### src/rtl/serial_cfg.svh
// constants for the asynchronous serial core
`ifndef SERIAL_CFG_SVH
`define SERIAL_CFG_SVH
// ==========================================================
// register byte addresses
`define OFS_STATUS 4'h0
`define OFS_DATA 4'h4
`define OFS_BAUD 4'h8
`define OFS_CTRL 4'hc
// ==========================================================
// status bit positions
`define ST_TX_EMPTY 7
`define ST_TX_DONE 6
`define ST_RX_FULL 5
`define ST_IDLE 4
`define ST_OVERRUN 3
`define ST_NOISE 2
`define ST_FRAMING 1
// ==========================================================
// control bit positions
`define CT_TX_ON 0
`define CT_RX_ON 1
`define CT_BREAK 2
`define CT_WORD9 3
`define CT_TX_NINTH 4
`define CT_TXE_IE 5
`define CT_TXD_IE 6
`define CT_RXF_IE 7
`define CT_IDLE_IE 8
`define CT_RX_NINTH 9
// ==========================================================
// baud field positions and prescale values
`define BD_PRE_LO 0
`define BD_PRE_HI 1
`define BD_TX_LO 2
`define BD_TX_HI 4
`define BD_RX_LO 5
`define BD_RX_HI 7
`define PRE_VAL0 11'h001
`define PRE_VAL1 11'h003
`define PRE_VAL2 11'h004
`define PRE_VAL3 11'h00d
// ==========================================================
// oversampling
`define OVS_LAST 4'hf
`define SMP_A 4'h7
`define SMP_B 4'h8
`define SMP_C 4'h9
`define SMP_EVAL 4'h8
`define SMP_N3 4'h1
`define SMP_N5 4'h3
`define SMP_N7 4'h5
`define BITS_8 4'h8
`define BITS_9 4'h9
`define FRAME_8 4'ha
`define FRAME_9 4'hb
`define IDLE_LEN_8 8'ha0
`define IDLE_LEN_9 8'hb0
// ==========================================================
// reset values
`define RST_STATUS_TX 1'b1
`define RST_BAUD 8'h00
`endif

### src/rtl/serial_pkg.sv
// types shared by the serial core
package serial_pkg;
  typedef enum logic [1:0] {
    RX_HUNT = 2'b00,
    RX_START = 2'b01,
    RX_DATA = 2'b11,
    RX_STOP = 2'b10
  } rx_state_t;
  typedef enum logic [1:0] {
    FR_DATA = 2'b00,
    FR_IDLE = 2'b01,
    FR_BREAK = 2'b11,
    FR_MARK = 2'b10
  } frame_kind_t;
endpackage

### src/rtl/baud_div.sv
// 16x oversampling tick generator: prescale times power-of-two divider
`timescale 1ns/100ps
`include "serial_cfg.svh"
module baud_div (
  input wire logic i_clk,
  input wire logic i_rst_n,
  input wire logic [1:0] i_pre_sel,
  input wire logic [2:0] i_div_sel,
  output logic o_tick
);
  logic [10:0] cnt;
  logic [10:0] limit;

  function automatic logic [10:0] pre_val(input logic [1:0] sel);
    case (sel)
      2'h0: pre_val = `PRE_VAL0;
      2'h1: pre_val = `PRE_VAL1;
      2'h2: pre_val = `PRE_VAL2;
      default: pre_val = `PRE_VAL3;
    endcase
  endfunction

  // shared prescale times own divider, minus one
  assign limit = 11'((pre_val(i_pre_sel) << i_div_sel) - 11'h001);

  always_ff @(posedge i_clk or negedge i_rst_n) begin
    if (!i_rst_n) begin
      cnt <= 11'h000;
      o_tick <= 1'b0;
    end else if (cnt >= limit) begin
      cnt <= 11'h000;
      o_tick <= 1'b1;
    end else begin
      cnt <= cnt + 11'h001;
      o_tick <= 1'b0;
    end
  end
endmodule

### src/rtl/serial_tx.sv
// transmitter: holding buffer, frame shifter, idle and break frames
`timescale 1ns/100ps
`include "serial_cfg.svh"
module serial_tx (
  input wire logic i_clk,
  input wire logic i_rst_n,
  input wire logic i_tick,
  input wire logic i_tx_on,
  input wire logic i_word9,
  input wire logic i_send_break,
  input wire logic i_wr,
  input wire logic [8:0] i_wdata,
  output logic o_empty_set,
  output logic o_done_set,
  output logic o_serial
);
  import serial_pkg::*;
  logic [8:0] hold;
  logic hold_full;
  logic [10:0] shifter;
  logic [3:0] bits_left;
  logic [3:0] sub;
  logic busy;
  frame_kind_t kind;
  logic tx_on_q;
  logic idle_pend;
  logic after_break;
  logic bit_end;
  logic pick;
  logic [3:0] flen;

  assign flen = i_word9 ? `FRAME_9 : `FRAME_8;
  assign bit_end = busy && i_tick && (sub == `OVS_LAST);
  // choose a new frame when idle or at the last bit's end
  assign pick = i_tx_on && (!busy || (bit_end && bits_left == 4'h1));

  always_ff @(posedge i_clk or negedge i_rst_n) begin
    if (!i_rst_n) begin
      tx_on_q <= 1'b0;
      idle_pend <= 1'b0;
    end else begin
      tx_on_q <= i_tx_on;
      if (i_tx_on && !tx_on_q) begin
        idle_pend <= 1'b1;
      end else if (pick) begin
        idle_pend <= 1'b0;
      end
    end
  end

  // ==========================================================
  // holding buffer
  always_ff @(posedge i_clk or negedge i_rst_n) begin
    if (!i_rst_n) begin
      hold <= 9'h000;
      hold_full <= 1'b0;
    end else if (!i_tx_on) begin
      hold_full <= 1'b0;
    end else if (i_wr) begin
      hold <= i_wdata;
      hold_full <= 1'b1;
    end else if (pick && !idle_pend && !i_send_break && !after_break && hold_full) begin
      hold_full <= 1'b0;
    end
  end

  // ==========================================================
  // frame shifter
  always_ff @(posedge i_clk or negedge i_rst_n) begin
    if (!i_rst_n) begin
      shifter <= 11'h7ff;
      bits_left <= 4'h0;
      sub <= 4'h0;
      busy <= 1'b0;
      kind <= FR_IDLE;
      after_break <= 1'b0;
      o_empty_set <= 1'b0;
      o_done_set <= 1'b0;
    end else begin
      o_empty_set <= 1'b0;
      o_done_set <= bit_end && bits_left == 4'h1 && (kind == FR_DATA || kind == FR_BREAK);
      if (bit_end) begin
        sub <= 4'h0;
        shifter <= {1'b1, shifter[10:1]};
        bits_left <= bits_left - 4'h1;
        if (bits_left == 4'h1) begin
          busy <= 1'b0;
        end
      end else if (busy && i_tick) begin
        sub <= sub + 4'h1;
      end
      if (pick) begin
        busy <= 1'b1;
        sub <= 4'h0;
        bits_left <= flen;
        if (idle_pend) begin
          kind <= FR_IDLE;
          shifter <= 11'h7ff;
        end else if (i_send_break) begin
          kind <= FR_BREAK;
          shifter <= 11'h000;
          after_break <= 1'b1;
        end else if (after_break) begin
          kind <= FR_MARK;
          shifter <= 11'h7ff;
          bits_left <= 4'h1;
          after_break <= 1'b0;
        end else if (hold_full) begin
          kind <= FR_DATA;
          // start low, data lsb first, stop high
          shifter <= i_word9 ? {1'b1, hold, 1'b0} : {2'b11, hold[7:0], 1'b0};
          o_empty_set <= 1'b1;
        end else begin
          busy <= 1'b0;
        end
      end
    end
  end

  assign o_serial = busy ? shifter[0] : 1'b1;
endmodule

### src/rtl/serial_core.sv
// asynchronous serial core top: Avalon-MM registers, receiver, flags
// Behaviour
// - status read then data write clears tx empty and tx done flags.
// - tx empty sets when holding buffer empties into shifter; interrupts if enabled.
// - data write during a frame waits in holding buffer until frame ends.
// - data write while idle starts sending at once and tx empty sets again.
// - tx done sets after stop bit or break frame; interrupts if enabled.
// - break control sends zero frames repeatedly, then one high bit afterwards.
// - enabling the transmitter sends one all-ones idle frame first; with break set in the same write, one break frame goes before it.
// - toggling transmit enable queues an idle frame and drops held data.
// - receiver takes 8 or 9 bits; ninth bit goes to control field.
// - receive shifts lsb first through a receive holding buffer.
// - enabling receiver starts hunting for a start bit.
// - each character arriving while rx full is clear fills holding buffer, sets rx full, interrupts if enabled.
// - status read then data read clears rx full; else overrun follows.
// - a received break is handled as a framing error.
// - idle frame acts as a character and interrupts when idle enable set.
// - character while full sets overrun, keeps buffer, interrupts if enabled.
// - data bit valid only if samples 8, 9, 10 agree, else noise.
// - start bit with disagreeing samples is dropped; noise reported next frame.
// - missing stop bit or break sets framing flag; data still transferred.
// - tx and rx rates independent: clock over 16, prescale, own divider.
// - prescale 1, 3, 4 or 13; dividers power of two 1 to 128.
// - output low for start, high for stop, idles high otherwise.
// - each bit sampled 16 times; majority of samples 8, 9, 10.
`timescale 1ns/100ps
`include "serial_cfg.svh"
module serial_core (
  input wire logic i_clk,
  input wire logic i_rst_n,
  input wire logic [3:0] i_address,
  input wire logic i_read,
  input wire logic i_write,
  input wire logic [31:0] i_writedata,
  input wire logic [3:0] i_byteenable,
  output logic [31:0] o_readdata,
  output logic o_waitrequest,
  input wire logic i_cpu_mask,
  input wire logic i_serial_in_pin,
  output logic o_serial_out,
  output logic o_serial_oe,
  output logic o_irq
);
  import serial_pkg::*;

  // ==========================================================
  // bus handshake: one wait cycle, read data registered
  logic acked;
  logic take;
  logic rd_status, rd_data, wr_data, wr_baud, wr_ctrl;
  logic [31:0] next_readdata;

  assign o_waitrequest = (i_read || i_write) && !acked;
  assign take = (i_read || i_write) && acked;
  assign rd_status = take && i_read && i_address == `OFS_STATUS;
  assign rd_data = take && i_read && i_address == `OFS_DATA;
  assign wr_data = take && i_write && i_byteenable[0] && i_address == `OFS_DATA;
  assign wr_baud = take && i_write && i_byteenable[0] && i_address == `OFS_BAUD;
  assign wr_ctrl = take && i_write && i_byteenable[0] && i_address == `OFS_CTRL;

  always_ff @(posedge i_clk or negedge i_rst_n) begin
    if (!i_rst_n) begin
      acked <= 1'b0;
    end else begin
      acked <= (i_read || i_write) && !acked;
    end
  end

  // ==========================================================
  // control and baud registers
  logic tx_on, rx_on, send_break, word9, tx_ninth;
  logic tx_empty_irq_en, tx_done_irq_en, rx_full_irq_en, idle_irq_en;
  logic [7:0] baud_config_reg;

  always_ff @(posedge i_clk or negedge i_rst_n) begin
    if (!i_rst_n) begin
      tx_on <= 1'b0;
      rx_on <= 1'b0;
      send_break <= 1'b0;
      word9 <= 1'b0;
      tx_ninth <= 1'b0;
      tx_empty_irq_en <= 1'b0;
      tx_done_irq_en <= 1'b0;
      rx_full_irq_en <= 1'b0;
      idle_irq_en <= 1'b0;
    end else if (wr_ctrl) begin
      tx_on <= i_writedata[`CT_TX_ON];
      rx_on <= i_writedata[`CT_RX_ON];
      send_break <= i_writedata[`CT_BREAK];
      word9 <= i_writedata[`CT_WORD9];
      tx_ninth <= i_writedata[`CT_TX_NINTH];
      tx_empty_irq_en <= i_writedata[`CT_TXE_IE];
      tx_done_irq_en <= i_writedata[`CT_TXD_IE];
      rx_full_irq_en <= i_writedata[`CT_RXF_IE];
      idle_irq_en <= i_writedata[`CT_IDLE_IE];
    end
  end

  // not guarded against writes while enabled; software keeps it stable
  always_ff @(posedge i_clk or negedge i_rst_n) begin
    if (!i_rst_n) begin
      baud_config_reg <= `RST_BAUD;
    end else if (wr_baud) begin
      baud_config_reg <= i_writedata[7:0];
    end
  end

  // ==========================================================
  // baud ticks, one divider per direction
  logic tx_tick, rx_tick;

  baud_div u_tx_baud (
    .i_clk(i_clk),
    .i_rst_n(i_rst_n),
    .i_pre_sel(baud_config_reg[`BD_PRE_HI:`BD_PRE_LO]),
    .i_div_sel(baud_config_reg[`BD_TX_HI:`BD_TX_LO]),
    .o_tick(tx_tick)
  );

  baud_div u_rx_baud (
    .i_clk(i_clk),
    .i_rst_n(i_rst_n),
    .i_pre_sel(baud_config_reg[`BD_PRE_HI:`BD_PRE_LO]),
    .i_div_sel(baud_config_reg[`BD_RX_HI:`BD_RX_LO]),
    .o_tick(rx_tick)
  );

  // ==========================================================
  // transmitter
  logic tx_empty_set, tx_done_set, tx_line;

  serial_tx u_tx (
    .i_clk(i_clk),
    .i_rst_n(i_rst_n),
    .i_tick(tx_tick),
    .i_tx_on(tx_on),
    .i_word9(word9),
    .i_send_break(send_break),
    .i_wr(wr_data),
    .i_wdata({tx_ninth, i_writedata[7:0]}),
    .o_empty_set(tx_empty_set),
    .o_done_set(tx_done_set),
    .o_serial(tx_line)
  );

  assign o_serial_out = tx_line;
  assign o_serial_oe = tx_on || rx_on;

  // ==========================================================
  // input synchroniser
  logic rx_meta, rx_pin;

  always_ff @(posedge i_clk or negedge i_rst_n) begin
    if (!i_rst_n) begin
      rx_meta <= 1'b1;
      rx_pin <= 1'b1;
    end else begin
      rx_meta <= i_serial_in_pin;
      rx_pin <= rx_meta;
    end
  end

  // ==========================================================
  // receiver sampling
  rx_state_t rx_state;
  logic [2:0] hist;
  logic [3:0] smp;
  logic [2:0] mid;
  logic [3:0] bit_idx;
  logic [8:0] rx_shift;
  logic frame_noise, frame_bad;
  logic noise_pend;
  logic [7:0] high_run;
  logic idle_armed;
  logic char_done;
  logic [8:0] char_data;
  logic char_noise, char_framing, char_idle;
  logic maj;
  logic split;

  function automatic logic majority3(input logic [2:0] s);
    majority3 = (s[0] & s[1]) | (s[1] & s[2]) | (s[0] & s[2]);
  endfunction

  // mid holds samples 8 and 9 when sample 10 arrives
  assign maj = majority3({mid[1:0], rx_pin});
  assign split = !(mid[1:0] == {rx_pin, rx_pin});

  always_ff @(posedge i_clk or negedge i_rst_n) begin
    if (!i_rst_n) begin
      rx_state <= RX_HUNT;
      hist <= 3'b000;
      smp <= 4'h0;
      mid <= 3'b000;
      bit_idx <= 4'h0;
      rx_shift <= 9'h000;
      frame_noise <= 1'b0;
      frame_bad <= 1'b0;
      noise_pend <= 1'b0;
      high_run <= 8'h00;
      idle_armed <= 1'b0;
      char_done <= 1'b0;
      char_data <= 9'h000;
      char_noise <= 1'b0;
      char_framing <= 1'b0;
      char_idle <= 1'b0;
    end else begin
      char_done <= 1'b0;
      if (!rx_on) begin
        rx_state <= RX_HUNT;
        hist <= 3'b000;
        idle_armed <= 1'b1;
        high_run <= 8'h00;
      end else if (rx_tick) begin
        mid <= {mid[1:0], rx_pin};
        case (rx_state)
          RX_HUNT: begin
            hist <= {hist[1:0], rx_pin};
            // valid edge needs three high samples before it
            if (hist == 3'b111 && !rx_pin) begin
              rx_state <= RX_START;
              smp <= 4'h0;
              frame_noise <= noise_pend;
              frame_bad <= 1'b0;
            end
            if (rx_pin) begin
              if (idle_armed && high_run == (word9 ? `IDLE_LEN_9 : `IDLE_LEN_8)) begin
                idle_armed <= 1'b0;
                char_done <= 1'b1;
                char_data <= 9'h1ff;
                char_noise <= 1'b0;
                char_framing <= 1'b0;
                char_idle <= 1'b1;
              end else begin
                high_run <= high_run + 8'h01;
              end
            end else begin
              high_run <= 8'h00;
            end
          end
          RX_START: begin
            smp <= smp + 4'h1;
            if ((smp == `SMP_N3 || smp == `SMP_N5 || smp == `SMP_N7) && rx_pin) begin
              frame_noise <= 1'b1;
            end
            if (smp == `SMP_EVAL && (split || maj)) begin
              rx_state <= RX_HUNT;
              hist <= 3'b000;
              noise_pend <= 1'b1;
            end else if (smp == `OVS_LAST) begin
              rx_state <= RX_DATA;
              bit_idx <= 4'h0;
            end
          end
          RX_DATA: begin
            smp <= smp + 4'h1;
            if (smp == `SMP_EVAL) begin
              rx_shift <= {maj, rx_shift[8:1]};
              if (split) begin
                frame_noise <= 1'b1;
              end
            end
            if (smp == `OVS_LAST) begin
              bit_idx <= bit_idx + 4'h1;
              if (bit_idx == (word9 ? `BITS_9 : `BITS_8) - 4'h1) begin
                rx_state <= RX_STOP;
              end
            end
          end
          default: begin
            smp <= smp + 4'h1;
            if (smp == `SMP_EVAL) begin
              // a break ends with a low stop bit, so it lands here too
              rx_state <= RX_HUNT;
              hist <= 3'b000;
              high_run <= 8'h00;
              idle_armed <= 1'b1;
              noise_pend <= 1'b0;
              char_done <= 1'b1;
              char_data <= word9 ? rx_shift : {1'b0, rx_shift[8:1]};
              char_noise <= frame_noise || split;
              char_framing <= !maj;
              char_idle <= 1'b0;
            end
          end
        endcase
      end
    end
  end

  // ==========================================================
  // receive holding buffer and status flags
  logic [8:0] rx_holding_buffer;
  logic rx_ninth_bit;
  logic tx_empty_flag, tx_done_flag, rx_full_flag, idle_flag;
  logic overrun_flag, noise_flag, framing_flag;
  logic armed;
  logic [7:0] seen;
  logic clr_tx, clr_rx;

  // clear sequence only removes flags that the status read showed
  assign clr_tx = armed && wr_data;
  assign clr_rx = armed && rd_data;

  always_ff @(posedge i_clk or negedge i_rst_n) begin
    if (!i_rst_n) begin
      armed <= 1'b0;
      seen <= 8'h00;
    end else if (rd_status) begin
      armed <= 1'b1;
      // snapshot what software is handed, not what stands one cycle later
      seen <= o_readdata[7:0];
    end else if (rd_data || wr_data) begin
      armed <= 1'b0;
    end
  end

  // set wins over a clear in the same cycle
  always_ff @(posedge i_clk or negedge i_rst_n) begin
    if (!i_rst_n) begin
      tx_empty_flag <= `RST_STATUS_TX;
      tx_done_flag <= `RST_STATUS_TX;
    end else begin
      if (tx_empty_set) begin
        tx_empty_flag <= 1'b1;
      end else if (clr_tx && seen[`ST_TX_EMPTY]) begin
        tx_empty_flag <= 1'b0;
      end
      if (tx_done_set) begin
        tx_done_flag <= 1'b1;
      end else if (clr_tx && seen[`ST_TX_DONE]) begin
        tx_done_flag <= 1'b0;
      end
    end
  end

  always_ff @(posedge i_clk or negedge i_rst_n) begin
    if (!i_rst_n) begin
      rx_holding_buffer <= 9'h000;
      rx_ninth_bit <= 1'b0;
      rx_full_flag <= 1'b0;
      idle_flag <= 1'b0;
      overrun_flag <= 1'b0;
      noise_flag <= 1'b0;
      framing_flag <= 1'b0;
    end else begin
      if (char_done && rx_full_flag) begin
        overrun_flag <= 1'b1;
      end else if (clr_rx && seen[`ST_OVERRUN]) begin
        overrun_flag <= 1'b0;
      end
      if (char_done && !rx_full_flag) begin
        rx_holding_buffer <= char_data;
        rx_ninth_bit <= word9 & char_data[8];
        rx_full_flag <= 1'b1;
        if (char_idle) begin
          idle_flag <= 1'b1;
        end
        if (char_noise) begin
          noise_flag <= 1'b1;
        end
        if (char_framing) begin
          framing_flag <= 1'b1;
        end
      end else if (clr_rx) begin
        rx_full_flag <= rx_full_flag && !seen[`ST_RX_FULL];
        idle_flag <= idle_flag && !seen[`ST_IDLE];
        noise_flag <= noise_flag && !seen[`ST_NOISE];
        framing_flag <= framing_flag && !seen[`ST_FRAMING];
      end
    end
  end

  // ==========================================================
  // read mux
  always_comb begin
    next_readdata = 32'h0000_0000;
    if (i_address == `OFS_STATUS) begin
      next_readdata[`ST_TX_EMPTY] = tx_empty_flag;
      next_readdata[`ST_TX_DONE] = tx_done_flag;
      next_readdata[`ST_RX_FULL] = rx_full_flag;
      next_readdata[`ST_IDLE] = idle_flag;
      next_readdata[`ST_OVERRUN] = overrun_flag;
      next_readdata[`ST_NOISE] = noise_flag;
      next_readdata[`ST_FRAMING] = framing_flag;
    end else if (i_address == `OFS_DATA) begin
      next_readdata[7:0] = rx_holding_buffer[7:0];
    end else if (i_address == `OFS_BAUD) begin
      next_readdata[7:0] = baud_config_reg;
    end else if (i_address == `OFS_CTRL) begin
      next_readdata[`CT_TX_ON] = tx_on;
      next_readdata[`CT_RX_ON] = rx_on;
      next_readdata[`CT_BREAK] = send_break;
      next_readdata[`CT_WORD9] = word9;
      next_readdata[`CT_TX_NINTH] = tx_ninth;
      next_readdata[`CT_TXE_IE] = tx_empty_irq_en;
      next_readdata[`CT_TXD_IE] = tx_done_irq_en;
      next_readdata[`CT_RXF_IE] = rx_full_irq_en;
      next_readdata[`CT_IDLE_IE] = idle_irq_en;
      next_readdata[`CT_RX_NINTH] = rx_ninth_bit;
    end
  end

  always_ff @(posedge i_clk or negedge i_rst_n) begin
    if (!i_rst_n) begin
      o_readdata <= 32'h0000_0000;
    end else if (i_read && !acked) begin
      o_readdata <= next_readdata;
    end
  end

  // ==========================================================
  // interrupt request, gated by the cpu mask bit
  assign o_irq = !i_cpu_mask && ((tx_empty_flag && tx_empty_irq_en) ||
                                 (tx_done_flag && tx_done_irq_en) ||
                                 ((rx_full_flag || overrun_flag) && rx_full_irq_en) ||
                                 (idle_flag && idle_irq_en));
endmodule

### config.mk
export PLATFORM = sky130hd
export DESIGN_NAME = serial_core
export DESIGN_NICKNAME = d
export VERILOG_FILES = /design/src/rtl/serial_pkg.sv /design/src/rtl/baud_div.sv /design/src/rtl/serial_tx.sv /design/src/rtl/serial_core.sv
export VERILOG_INCLUDE_DIRS = /design/src /design/src/rtl
export SDC_FILE = /design/constraint.sdc
export NUM_CORES = 1
export LEC_CHECK = 0
export BUFFER_PORTS_ARGS = -buffer_cell sky130_fd_sc_hd__buf_2
export CELL_PAD_IN_SITES_DETAIL_PLACEMENT = 1
export CELL_PAD_IN_SITES_GLOBAL_PLACEMENT = 1
export CORE_ASPECT_RATIO = 1.1
export CORE_MARGIN = 2
export CORE_UTILIZATION = 23
export CTS_BUF_LIST = sky130_fd_sc_hd__clkbuf_16
export DETAILED_ROUTE_END_ITERATION = 8
export PLACE_DENSITY_LB_ADDON = 0.25
export SLEW_MARGIN = 0
export SYNTH_ARGS = -nofsm -noshare
export SYNTH_HDL_FRONTEND = slang
export SYNTH_SLANG_ARGS = --single-unit
### constraint.sdc
create_clock -name i_clk -period 3.6 [get_ports i_clk]
set_input_delay 0.72 -clock i_clk [delete_from_list [all_inputs] [get_ports i_clk]]
set_output_delay 0.72 -clock i_clk [all_outputs]
set_load 0.02 [all_outputs]
==> results.txt, run 1 <==
- Outcome: finished, final reports clean
- Master of the slowest instance on the critical path: sky130_fd_sc_hd__or4_1
* Final period util: 0.9248
- Power per unit of standard cell area: 545.0 nW/µm²
- In this run, synthesis inferred 0 flip-flops with an integrated enable.
- Share of power burned in the clock network: 0.330
- Hold slack: around 0.26 ns
- Counting the fill cells in the layout gives around 4300.
* Most numerous cell types in the synthesized netlist: sky130_fd_sc_hd__dfrtp_1, sky130_fd_sc_hd__nand2_1, sky130_fd_sc_hd__nor2_1, sky130_fd_sc_hd__o21ai_0, sky130_fd_sc_hd__mux2_2
- For the final database, setup skew stands at ~0.0085 ns.
- The die covers slightly above 40000 µm².
- Once layout is complete, the utilization of the core stands at 0.2715.
- Syn Area/Cell: approximately 10 µm²
* Worst-path maximum fanout: 12
- Top cells by area in the synthesized netlist: sky130_fd_sc_hd__dfrtp_1, sky130_fd_sc_hd__mux2_2, sky130_fd_sc_hd__ha_1, sky130_fd_sc_hd__dfstp_2, sky130_fd_sc_hd__nand2_1
- Drt wl/cell: 16.29 µm
* Final HPWL DP: between 15000 and 20000 µm
- Minimum setup slack among reg-to-reg paths: between 0.2 and 0.3 ns
- Initial Utilization: 0.2344
- Layout overhead on the synthesized area: 15.81%
- Across every metal layer, demand over resource in global routing totals 0.1233.
* VDD IR-drop max: 315.6 µV
- Synthesis inferred about 160 register bits.
- Yosys warning total: 0
- Num CTS Buffers: 17
* Hold Crit Class: in2async
- Most numerous cell in the Yosys netlist: sky130_fd_sc_hd__dfrtp_1
* Registers with the most flip-flops: u_rx_baud.cnt x11, u_tx.shifter x11, u_tx_baud.cnt x11
* Unrepaired setup endpoints after global routing: no
* RePlAce Congestion: about 0.75
- Critical path, cell by cell: nor2b_1 > or4_1 > ha_1 > nor2_2 > nand2_1 > a21oi_1 > a21oi_1 > o211a_1 > ha_1 > o211ai_1 > o21a_1 > o211ai_1 > buf_4 > a21boi_0
- Portion of the post-synthesis area used by sequential elements: 0.4556
* Pre-CTS setup slack: -0.08351 ns
- Tightest Pin Transition: 0.8167 ns
- Setup violations remaining at the end of the flow were counted as 0.
- Via count of the first global-routing pass: 7064
* Non-filler instance count after layout: 1444
* H-tree levels: 4
* Post-DRT Antenna Nets: 0
- Entering global routing, the biggest net connects 62 pins.
* Number of max-capacitance violations reported: 0
* Count of endpoints failing hold in the final timing report: 0
* Number of hold buffers added after CTS: 0
* Maximum frequency from static timing analysis: approximately 300 MHz
- Crit path launch type: flop
- Leakage: about 4.6 nW
- RR Endpoint: u_rx_baud.cnt[1]$_DFF_PN0_
- Counting distinct cell types in the post-synthesis netlist gives 73.
* Synth area leader: sky130_fd_sc_hd__dfrtp_1
* Number of antenna violations at the first check in global routing: 0
- The first global-routing pass estimated just under 40000 µm of wire.
- Of the cells placed in the final design, the portion with a size suffix greater than 1 is 0.1981.
- Clock transition time at the flip-flop clock pins of the worst setup and hold paths: about 0.07 ns
* Ys flop type: sky130_fd_sc_hd__dfrtp_1
* Top-area cell type share of the netlist area: 0.4089
- Before antenna repair, the detailed router went through 4 iterations.
* Num Clock Sinks: between 150 and 200
* Overall routed net length: around 24000 µm
- The routed layout has around 6700 vias.
- TritonCTS built the clock tree.
* Arrival time worst endpoint: between 3 and 4 ns
- Once routing completed, OpenROAD measured the worst setup slack at 0.2706 ns.
- Total gr overflow: 0
* Initial drt markers: 276
* DRC violation count after routing: 0
- Delay-heaviest family, CP: simple AND/OR/NAND/NOR gates
- The later pin in the worst-skew pair is clocked with a latency of ~0.44 ns.
- The synthesized netlist occupies a cell area of 8996 µm².
* Root buf cell: sky130_fd_sc_hd__clkbuf_16
- Worst relative slew slack: 0.4522
- Counting I/O delays and the setup requirement, the final critical path takes 3.329 ns.
* Ys async rst share: 1.000
* Die outline height: about 210 µm
- The critical path starts at baud_config_reg[1]$_DFFE_PN0P_.
* Floorplan core area: 38380 µm²
- Clock buffer depth: 2
* Switch share: 0.3273
* Horiz. Die Dim: approximately 190 µm
- Critical register-to-register path startpoint: baud_config_reg[1]$_DFFE_PN0P_
* Combinational cell fraction of total power: 0.254
- In this run the tool buffered the top-level ports with 33 buffer cells.
* WP buf/inv: 1
- Cell internal pwr: 3.820 mW
* Placement Rows: 75
* Part of the total power dissipated in sequential elements: 0.416
- Delay of the slowest critical-path stage: around 0.49 ns
- Placed instance count: between 1000 and 1500
- In the routed layout, each cell is associated on average with a via count of ~4.7.
- Pin placement for this block handled slightly above 80 I/O pins.
- Ant diodes: 0
- Power spent charging and discharging nets: approximately 1.9 mW
- Total chip power: between 5 and 6 mW
- Max-slew violation count: 0
- Number of instances in the synthesized netlist: 895
* Cell count of the worst reg-to-reg path: 14
- STA classifies the critical path endpoint as a flop.
- Type of the setup path with the least slack: reg2reg
- Total Nets Final: just over 1000
- Required time at the worst-slack endpoint: between 3 and 4 ns
worst max-delay path by stage:
stage,to,cells past startpoint
final,u_rx_baud.cnt[1]$_DFF_PN0_,14
after global placement,u_tx_baud.cnt[6]$_DFF_PN0_,15
after detailed placement,u_tx_baud.cnt[8]$_DFF_PN0_,14
after CTS,u_rx_baud.cnt[1]$_DFF_PN0_,15
after floorplan,u_tx_baud.cnt[2]$_DFF_PN0_,19
after global routing,u_rx_baud.o_tick$_DFF_PN0_,14
layer usage:
metal,GRT usage,vias up,routed length [µm],share of wire
met1,0.1648,3432,11250,0.48
met5,0,-,0,0
met2,0.2013,62,11340,0.48
met4,0.04027,0,329,0.014
li1,-,3237,-,-
met3,0.02155,18,612,0.026
logic make-up after synthesis:
kind of cell	after synthesis	synth area share
AO/OA/AOI/OAI	204	0.1522
XOR/XNOR	29	0.02823
adder cells (fa/ha/maj)	41	0.05702
buffers and inverters	97	0.05049
flip-flops	163	0.4556
multiplexers	76	0.1017
other	1	0.0004168
AND/OR/NAND/NOR	284	0.1544
layout make-up:
| class | count | area [µm²] | area share |
|---|---|---|---|
| timing repair buffer | 67 | 451.7 | 0.04335 |
| clock buffer | 20 | 500.5 | 0.04804 |
| sequential | 163 | 4101 | 0.3937 |
| tap | 500 | 625.6 | 0.06005 |
| inverter | 26 | 97.59 | 0.009367 |
| clock inverter | 12 | 100.1 | 0.009607 |
| multi-input combinational | 656 | 4542 | 0.4359 |
through the flow:
step / setup TNS (ns) / cell area [µm²]
after floorplan: 0 / 9077
after global placement: -0.07026 / 9781
after detailed placement: -0.5831 / 9781
after CTS: 0 / 10390
after global routing: 0 / 10420
final: 0 / 10420
power by group through the flow:
| stage | logic, mW | clock network, mW | registers [mW] |
|---|---|---|---|
| floorplan | 1.08 | 0 | 2.28 |
| global placement | 1.41 | 0 | 2.40 |
| detailed placement | 1.44 | 0 | 2.40 |
| CTS | 1.45 | 1.94 | 2.37 |
| global route | 1.66 | 2.01 | 2.41 |
| finish | 1.44 | 1.87 | 2.36 |
cells in the final DEF, fill, tap and decap left out, types with 11 or more instances in the layout:
| cell type | n |
|---|---|
| sky130_fd_sc_hd__nor2b_1 | 11 |
| sky130_fd_sc_hd__nand3_1 | 27 |
| sky130_fd_sc_hd__dfrtp_1 | 145 |
| sky130_fd_sc_hd__o21ai_0 | 55 |
| sky130_fd_sc_hd__nor2_1 | 59 |
| sky130_fd_sc_hd__a21oi_1 | 41 |
| sky130_fd_sc_hd__buf_2 | 32 |
| sky130_fd_sc_hd__conb_1 | 22 |
| sky130_fd_sc_hd__nor3_1 | 15 |
| sky130_fd_sc_hd__nand2b_1 | 20 |
| sky130_fd_sc_hd__buf_4 | 32 |
| sky130_fd_sc_hd__ha_1 | 41 |
| sky130_fd_sc_hd__inv_1 | 28 |
| sky130_fd_sc_hd__clkbuf_16 | 20 |
| sky130_fd_sc_hd__mux2_2 | 53 |
| sky130_fd_sc_hd__a22o_1 | 15 |
| sky130_fd_sc_hd__mux2i_1 | 16 |
| sky130_fd_sc_hd__xor2_1 | 17 |
| sky130_fd_sc_hd__xnor2_1 | 12 |
| sky130_fd_sc_hd__nand2_1 | 95 |
| sky130_fd_sc_hd__dfstp_2 | 16 |
what timing repair did:
action / CTS / global route
gates resized for setup: 1 / 6
hold endpoints to repair: 0 / 0
endpoints found under the setup margin: 12 / 24
setup buffers: 0 / 2
No activity file was read; power rests on OpenSTA's default activity.
==> run 2: changes to the inputs <==
--- a/config.mk
+++ b/config.mk
@@ -10,11 +10,10 @@
 export CELL_PAD_IN_SITES_DETAIL_PLACEMENT = 1
 export CELL_PAD_IN_SITES_GLOBAL_PLACEMENT = 1
 export CORE_ASPECT_RATIO = 1.1
-export CORE_MARGIN = 2
 export CORE_UTILIZATION = 23
 export CTS_BUF_LIST = sky130_fd_sc_hd__clkbuf_16
 export DETAILED_ROUTE_END_ITERATION = 8
-export PLACE_DENSITY_LB_ADDON = 0.25
+export PLACE_DENSITY_LB_ADDON = 0.2
 export SLEW_MARGIN = 0
 export SYNTH_ARGS = -nofsm -noshare
 export SYNTH_HDL_FRONTEND = slang
==> run 2 against run 1 <==
Cell area down 0.60%. Clock-buffer cell count fell by 3. Sequential share of layout area up 0.23 points.
==> results.txt, run 2 (same netlist as run 1, synthesis figures left out) <==
- After detailed routing, the number of remaining DRC violations is 0.
* Horiz. Die Dim: about 190 µm
- In this run the critical register-to-register path is captured at u_rx_baud.cnt[1]$_DFF_PN0_.
- The flow ran to the end, and the final reports show no timing, DRC or antenna violations.
- Arrival time worst endpoint: between 3 and 4 ns
* Placement Rows: 75
* Filler cells: around 4400
* Instance area at placement: 9751 µm²
- After global routing the overflow that remains totals 0.
- Critical Path End Type: flop
* Worst relative slew slack: 0.2259
* Setup Viol. Count Final: 0
- The most critical setup path has its startpoint at baud_config_reg[1]$_DFFE_PN0P_.
- Overall routed net length: 24380 µm
- Of the cells placed in the final design, the portion with a size suffix greater than 1 is 0.1908.
- For this run, the total global-route usage over all layers was measured as 0.1294.
- Data on the critical path is required at its endpoint by ~3.9 ns.
- Area occupied by registers: between 4000 and 5000 µm²
- The number of failing hold endpoints at the final stage came to 0.
* Total Nets Final: 1013
* Switch share: 0.3260
- Setup repair after global routing left no endpoint under its margin.
- CTS saw approximately 160 sinks.
* Clock skew after layout: 0.01376 ns
- Share of power burned in the clock network: 0.331
* Wire length of the first global-routing pass: around 40000 µm
- Buffers placed on the I/O ports in this run total 33.
- Summed over all cells, the static leakage comes to between 4 and 5 nW.
- Number of max-capacitance violations reported: 0
- The initial utilization of the core area, before any placement, comes to 0.2344.
- The worst-case IR drop observed on VDD is ~260 µV.
* Total chip power: about 5.7 mW
- Initial drt markers: ~320
* Via count of the routed design: roughly 6700
* Die outline height: 209.4 µm
* Post-route standard cell area excluding fillers: 10360 µm²
- Type of the setup path with the least slack: reg2reg
- The share of total power dissipated in sequential elements is 0.417.
- For this design the ratio of total power to cell area is ~550 nW/µm².
* Max-slew violation count: 0
* Post-Route Setup TNS: 0 ns
* Final HPWL DP: 17240 µm
* Layout overhead on the synthesized area: 15.12%
- Maximum frequency from static timing analysis: 305.3 MHz
- The worst register-to-register path begins at baud_config_reg[1]$_DFFE_PN0P_.
* Final period util: 0.9099
* Clock transition time at the flip-flop clock pins of the worst setup and hold paths: 0.07 ns
- Entering global routing, the biggest net connects 72 pins.
* Worst-path maximum fanout: 7
* Registers with the most flip-flops: u_rx_baud.cnt x11, u_tx.shifter x11, u_tx_baud.cnt x11
* Clock buffer depth: 2
- RePlAce Congestion: 0.7239
- The count of nets left with antenna violations once routing finished came out at 0.
* Hold Crit Class: in2async
- The die covers roughly 40000 µm².
- The initial antenna violation count is 1.
- After detailed routing, the average wire length per cell comes to ~17 µm.
- Minimum setup slack among reg-to-reg paths: 0.32 ns
- Via count of the first global-routing pass: 7016
- Ant diodes: 0
* Floorplan core area: about 38000 µm²
* Crit path launch type: flop
- TritonCTS built the clock tree.
- Root buf cell: sky130_fd_sc_hd__clkbuf_16
- just over 80 I/O pins were placed.
- H-tree levels: 4
- Clock tree synthesis inserted a total of 17 buffers.
- The library cell used most frequently in the layout, excluding fill and tap cells, is sky130_fd_sc_hd__dfrtp_1.
- The clock period could shrink to 3.276 ns.
- Power spent charging and discharging nets: between 1.5 and 2 mW
* Tightest Pin Transition: 1.152 ns
* Multi-input combinational cell area: 4531 µm²
* Combinational cell fraction of total power: 0.252
- The clock reaches the later pin of the worst-skew pair after roughly 0.44 ns.
* Cell count of the worst reg-to-reg path: 14
- For this run, the share of the core covered by cells in the final layout is 0.2698.
- Cell internal pwr: 3.823 mW
- Top library cells by usage in the layout, fill and taps aside: sky130_fd_sc_hd__dfrtp_1, sky130_fd_sc_hd__nand2_1, sky130_fd_sc_hd__nor2_1
- The critical path ends at u_rx_baud.cnt[1]$_DFF_PN0_.
- In the routed layout, each cell is associated on average with a via count of around 4.7.
- First-pass iteration count of the detailed router: 4
[run 2: changes by cell type in the layout (fill, tap and decap cells not counted)]
cell	change
sky130_fd_sc_hd__bufinv_16	+2
sky130_fd_sc_hd__inv_1	-2
sky130_fd_sc_hd__clkinvlp_4	+1
sky130_fd_sc_hd__dfrtp_2	-1
sky130_fd_sc_hd__clkinv_1	+2
sky130_fd_sc_hd__clkbuf_16	-3
sky130_fd_sc_hd__clkinv_4	+2
sky130_fd_sc_hd__dfrtp_1	+1
sky130_fd_sc_hd__a21oi_1	+1
sky130_fd_sc_hd__a21oi_4	-1
sky130_fd_sc_hd__buf_4	-5
sky130_fd_sc_hd__clkinv_2	-1
sky130_fd_sc_hd__inv_6	-2
[run 2: worst min path at each step]
stage | endpoint | cells past startpoint
final | u_rx_baud.cnt[2]$_DFF_PN0_ | 1
after global routing | u_rx_baud.cnt[2]$_DFF_PN0_ | 1
after CTS | u_rx_baud.cnt[2]$_DFF_PN0_ | 1
after detailed placement | rx_pin$_DFF_PN1_ | 0
after global placement | rx_pin$_DFF_PN1_ | 0
after floorplan | rx_pin$_DFF_PN1_ | 0
[run 2: area by class of cell]
cell class | instances | share of cell area
Multi-Input combinational cell | 656 | 0.4375
Sequential cell | 163 | 0.3959
Tap cell | 500 | 0.06041
Clock buffer | 17 | 0.04108
Timing Repair Buffer | 62 | 0.03999
Clock inverter | 14 | 0.01571
Inverter | 26 | 0.009424
[run 2: per-stage QoR]
step	instances	hold slack [ns]	setup WS [ns]
6_report	1438	0.2871	0.3245
5_1_grt	1438	0.3433	0.01219
4_1_cts	1437	0.3427	0.1893
3_5_place_dp	1406	0.3481	0.2171
3_3_place_gp	1406	0.3469	0.2389
2_1_floorplan	916	0.3452	0.01195
[run 2: worst max-delay path: stages, from the launching register on]
cell and delay, ns:
sky130_fd_sc_hd__dfrtp_1 0.44, sky130_fd_sc_hd__nor2b_1 0.16, sky130_fd_sc_hd__or4_1 0.48, sky130_fd_sc_hd__ha_1 0.25, sky130_fd_sc_hd__nor2_2 0.21, sky130_fd_sc_hd__nand2_1 0.09, sky130_fd_sc_hd__a21oi_1 0.15, sky130_fd_sc_hd__a21oi_1 0.06
sky130_fd_sc_hd__o211a_1 0.22, sky130_fd_sc_hd__ha_1 0.30, sky130_fd_sc_hd__o211ai_1 0.09, sky130_fd_sc_hd__o21a_1 0.17, sky130_fd_sc_hd__o211ai_1 0.22, sky130_fd_sc_hd__buf_4 0.20, sky130_fd_sc_hd__a21boi_0 0.08
[run 2: layer usage]
layer  vias to the layer above  GRT usage  routed length (µm)  part of all wire
met5                         -          0                   0                 0
met4                         0    0.03476                 272             0.011
met3                        17    0.02090                 478             0.020
met2                        60     0.2075               11480              0.47
met1                      3386     0.1791               12150              0.50
li1                       3236          -                   -                 -
[run 2: repair_timing]
item                       4_1_cts  5_1_grt
gates resized for setup          0        4
hold buffers                     0        0
setup buffers                    0        1
setup endpoints to repair        0       14
[run 2: power by group through the flow]
stage | logic [mW] | registers [mW] | clock network, mW
floorplan | 1.08 | 2.28 | 0
finish | 1.43 | 2.37 | 1.88
CTS | 1.44 | 2.37 | 1.96
global route | 1.65 | 2.42 | 2.02
global placement | 1.42 | 2.40 | 0
detailed placement | 1.44 | 2.40 | 0
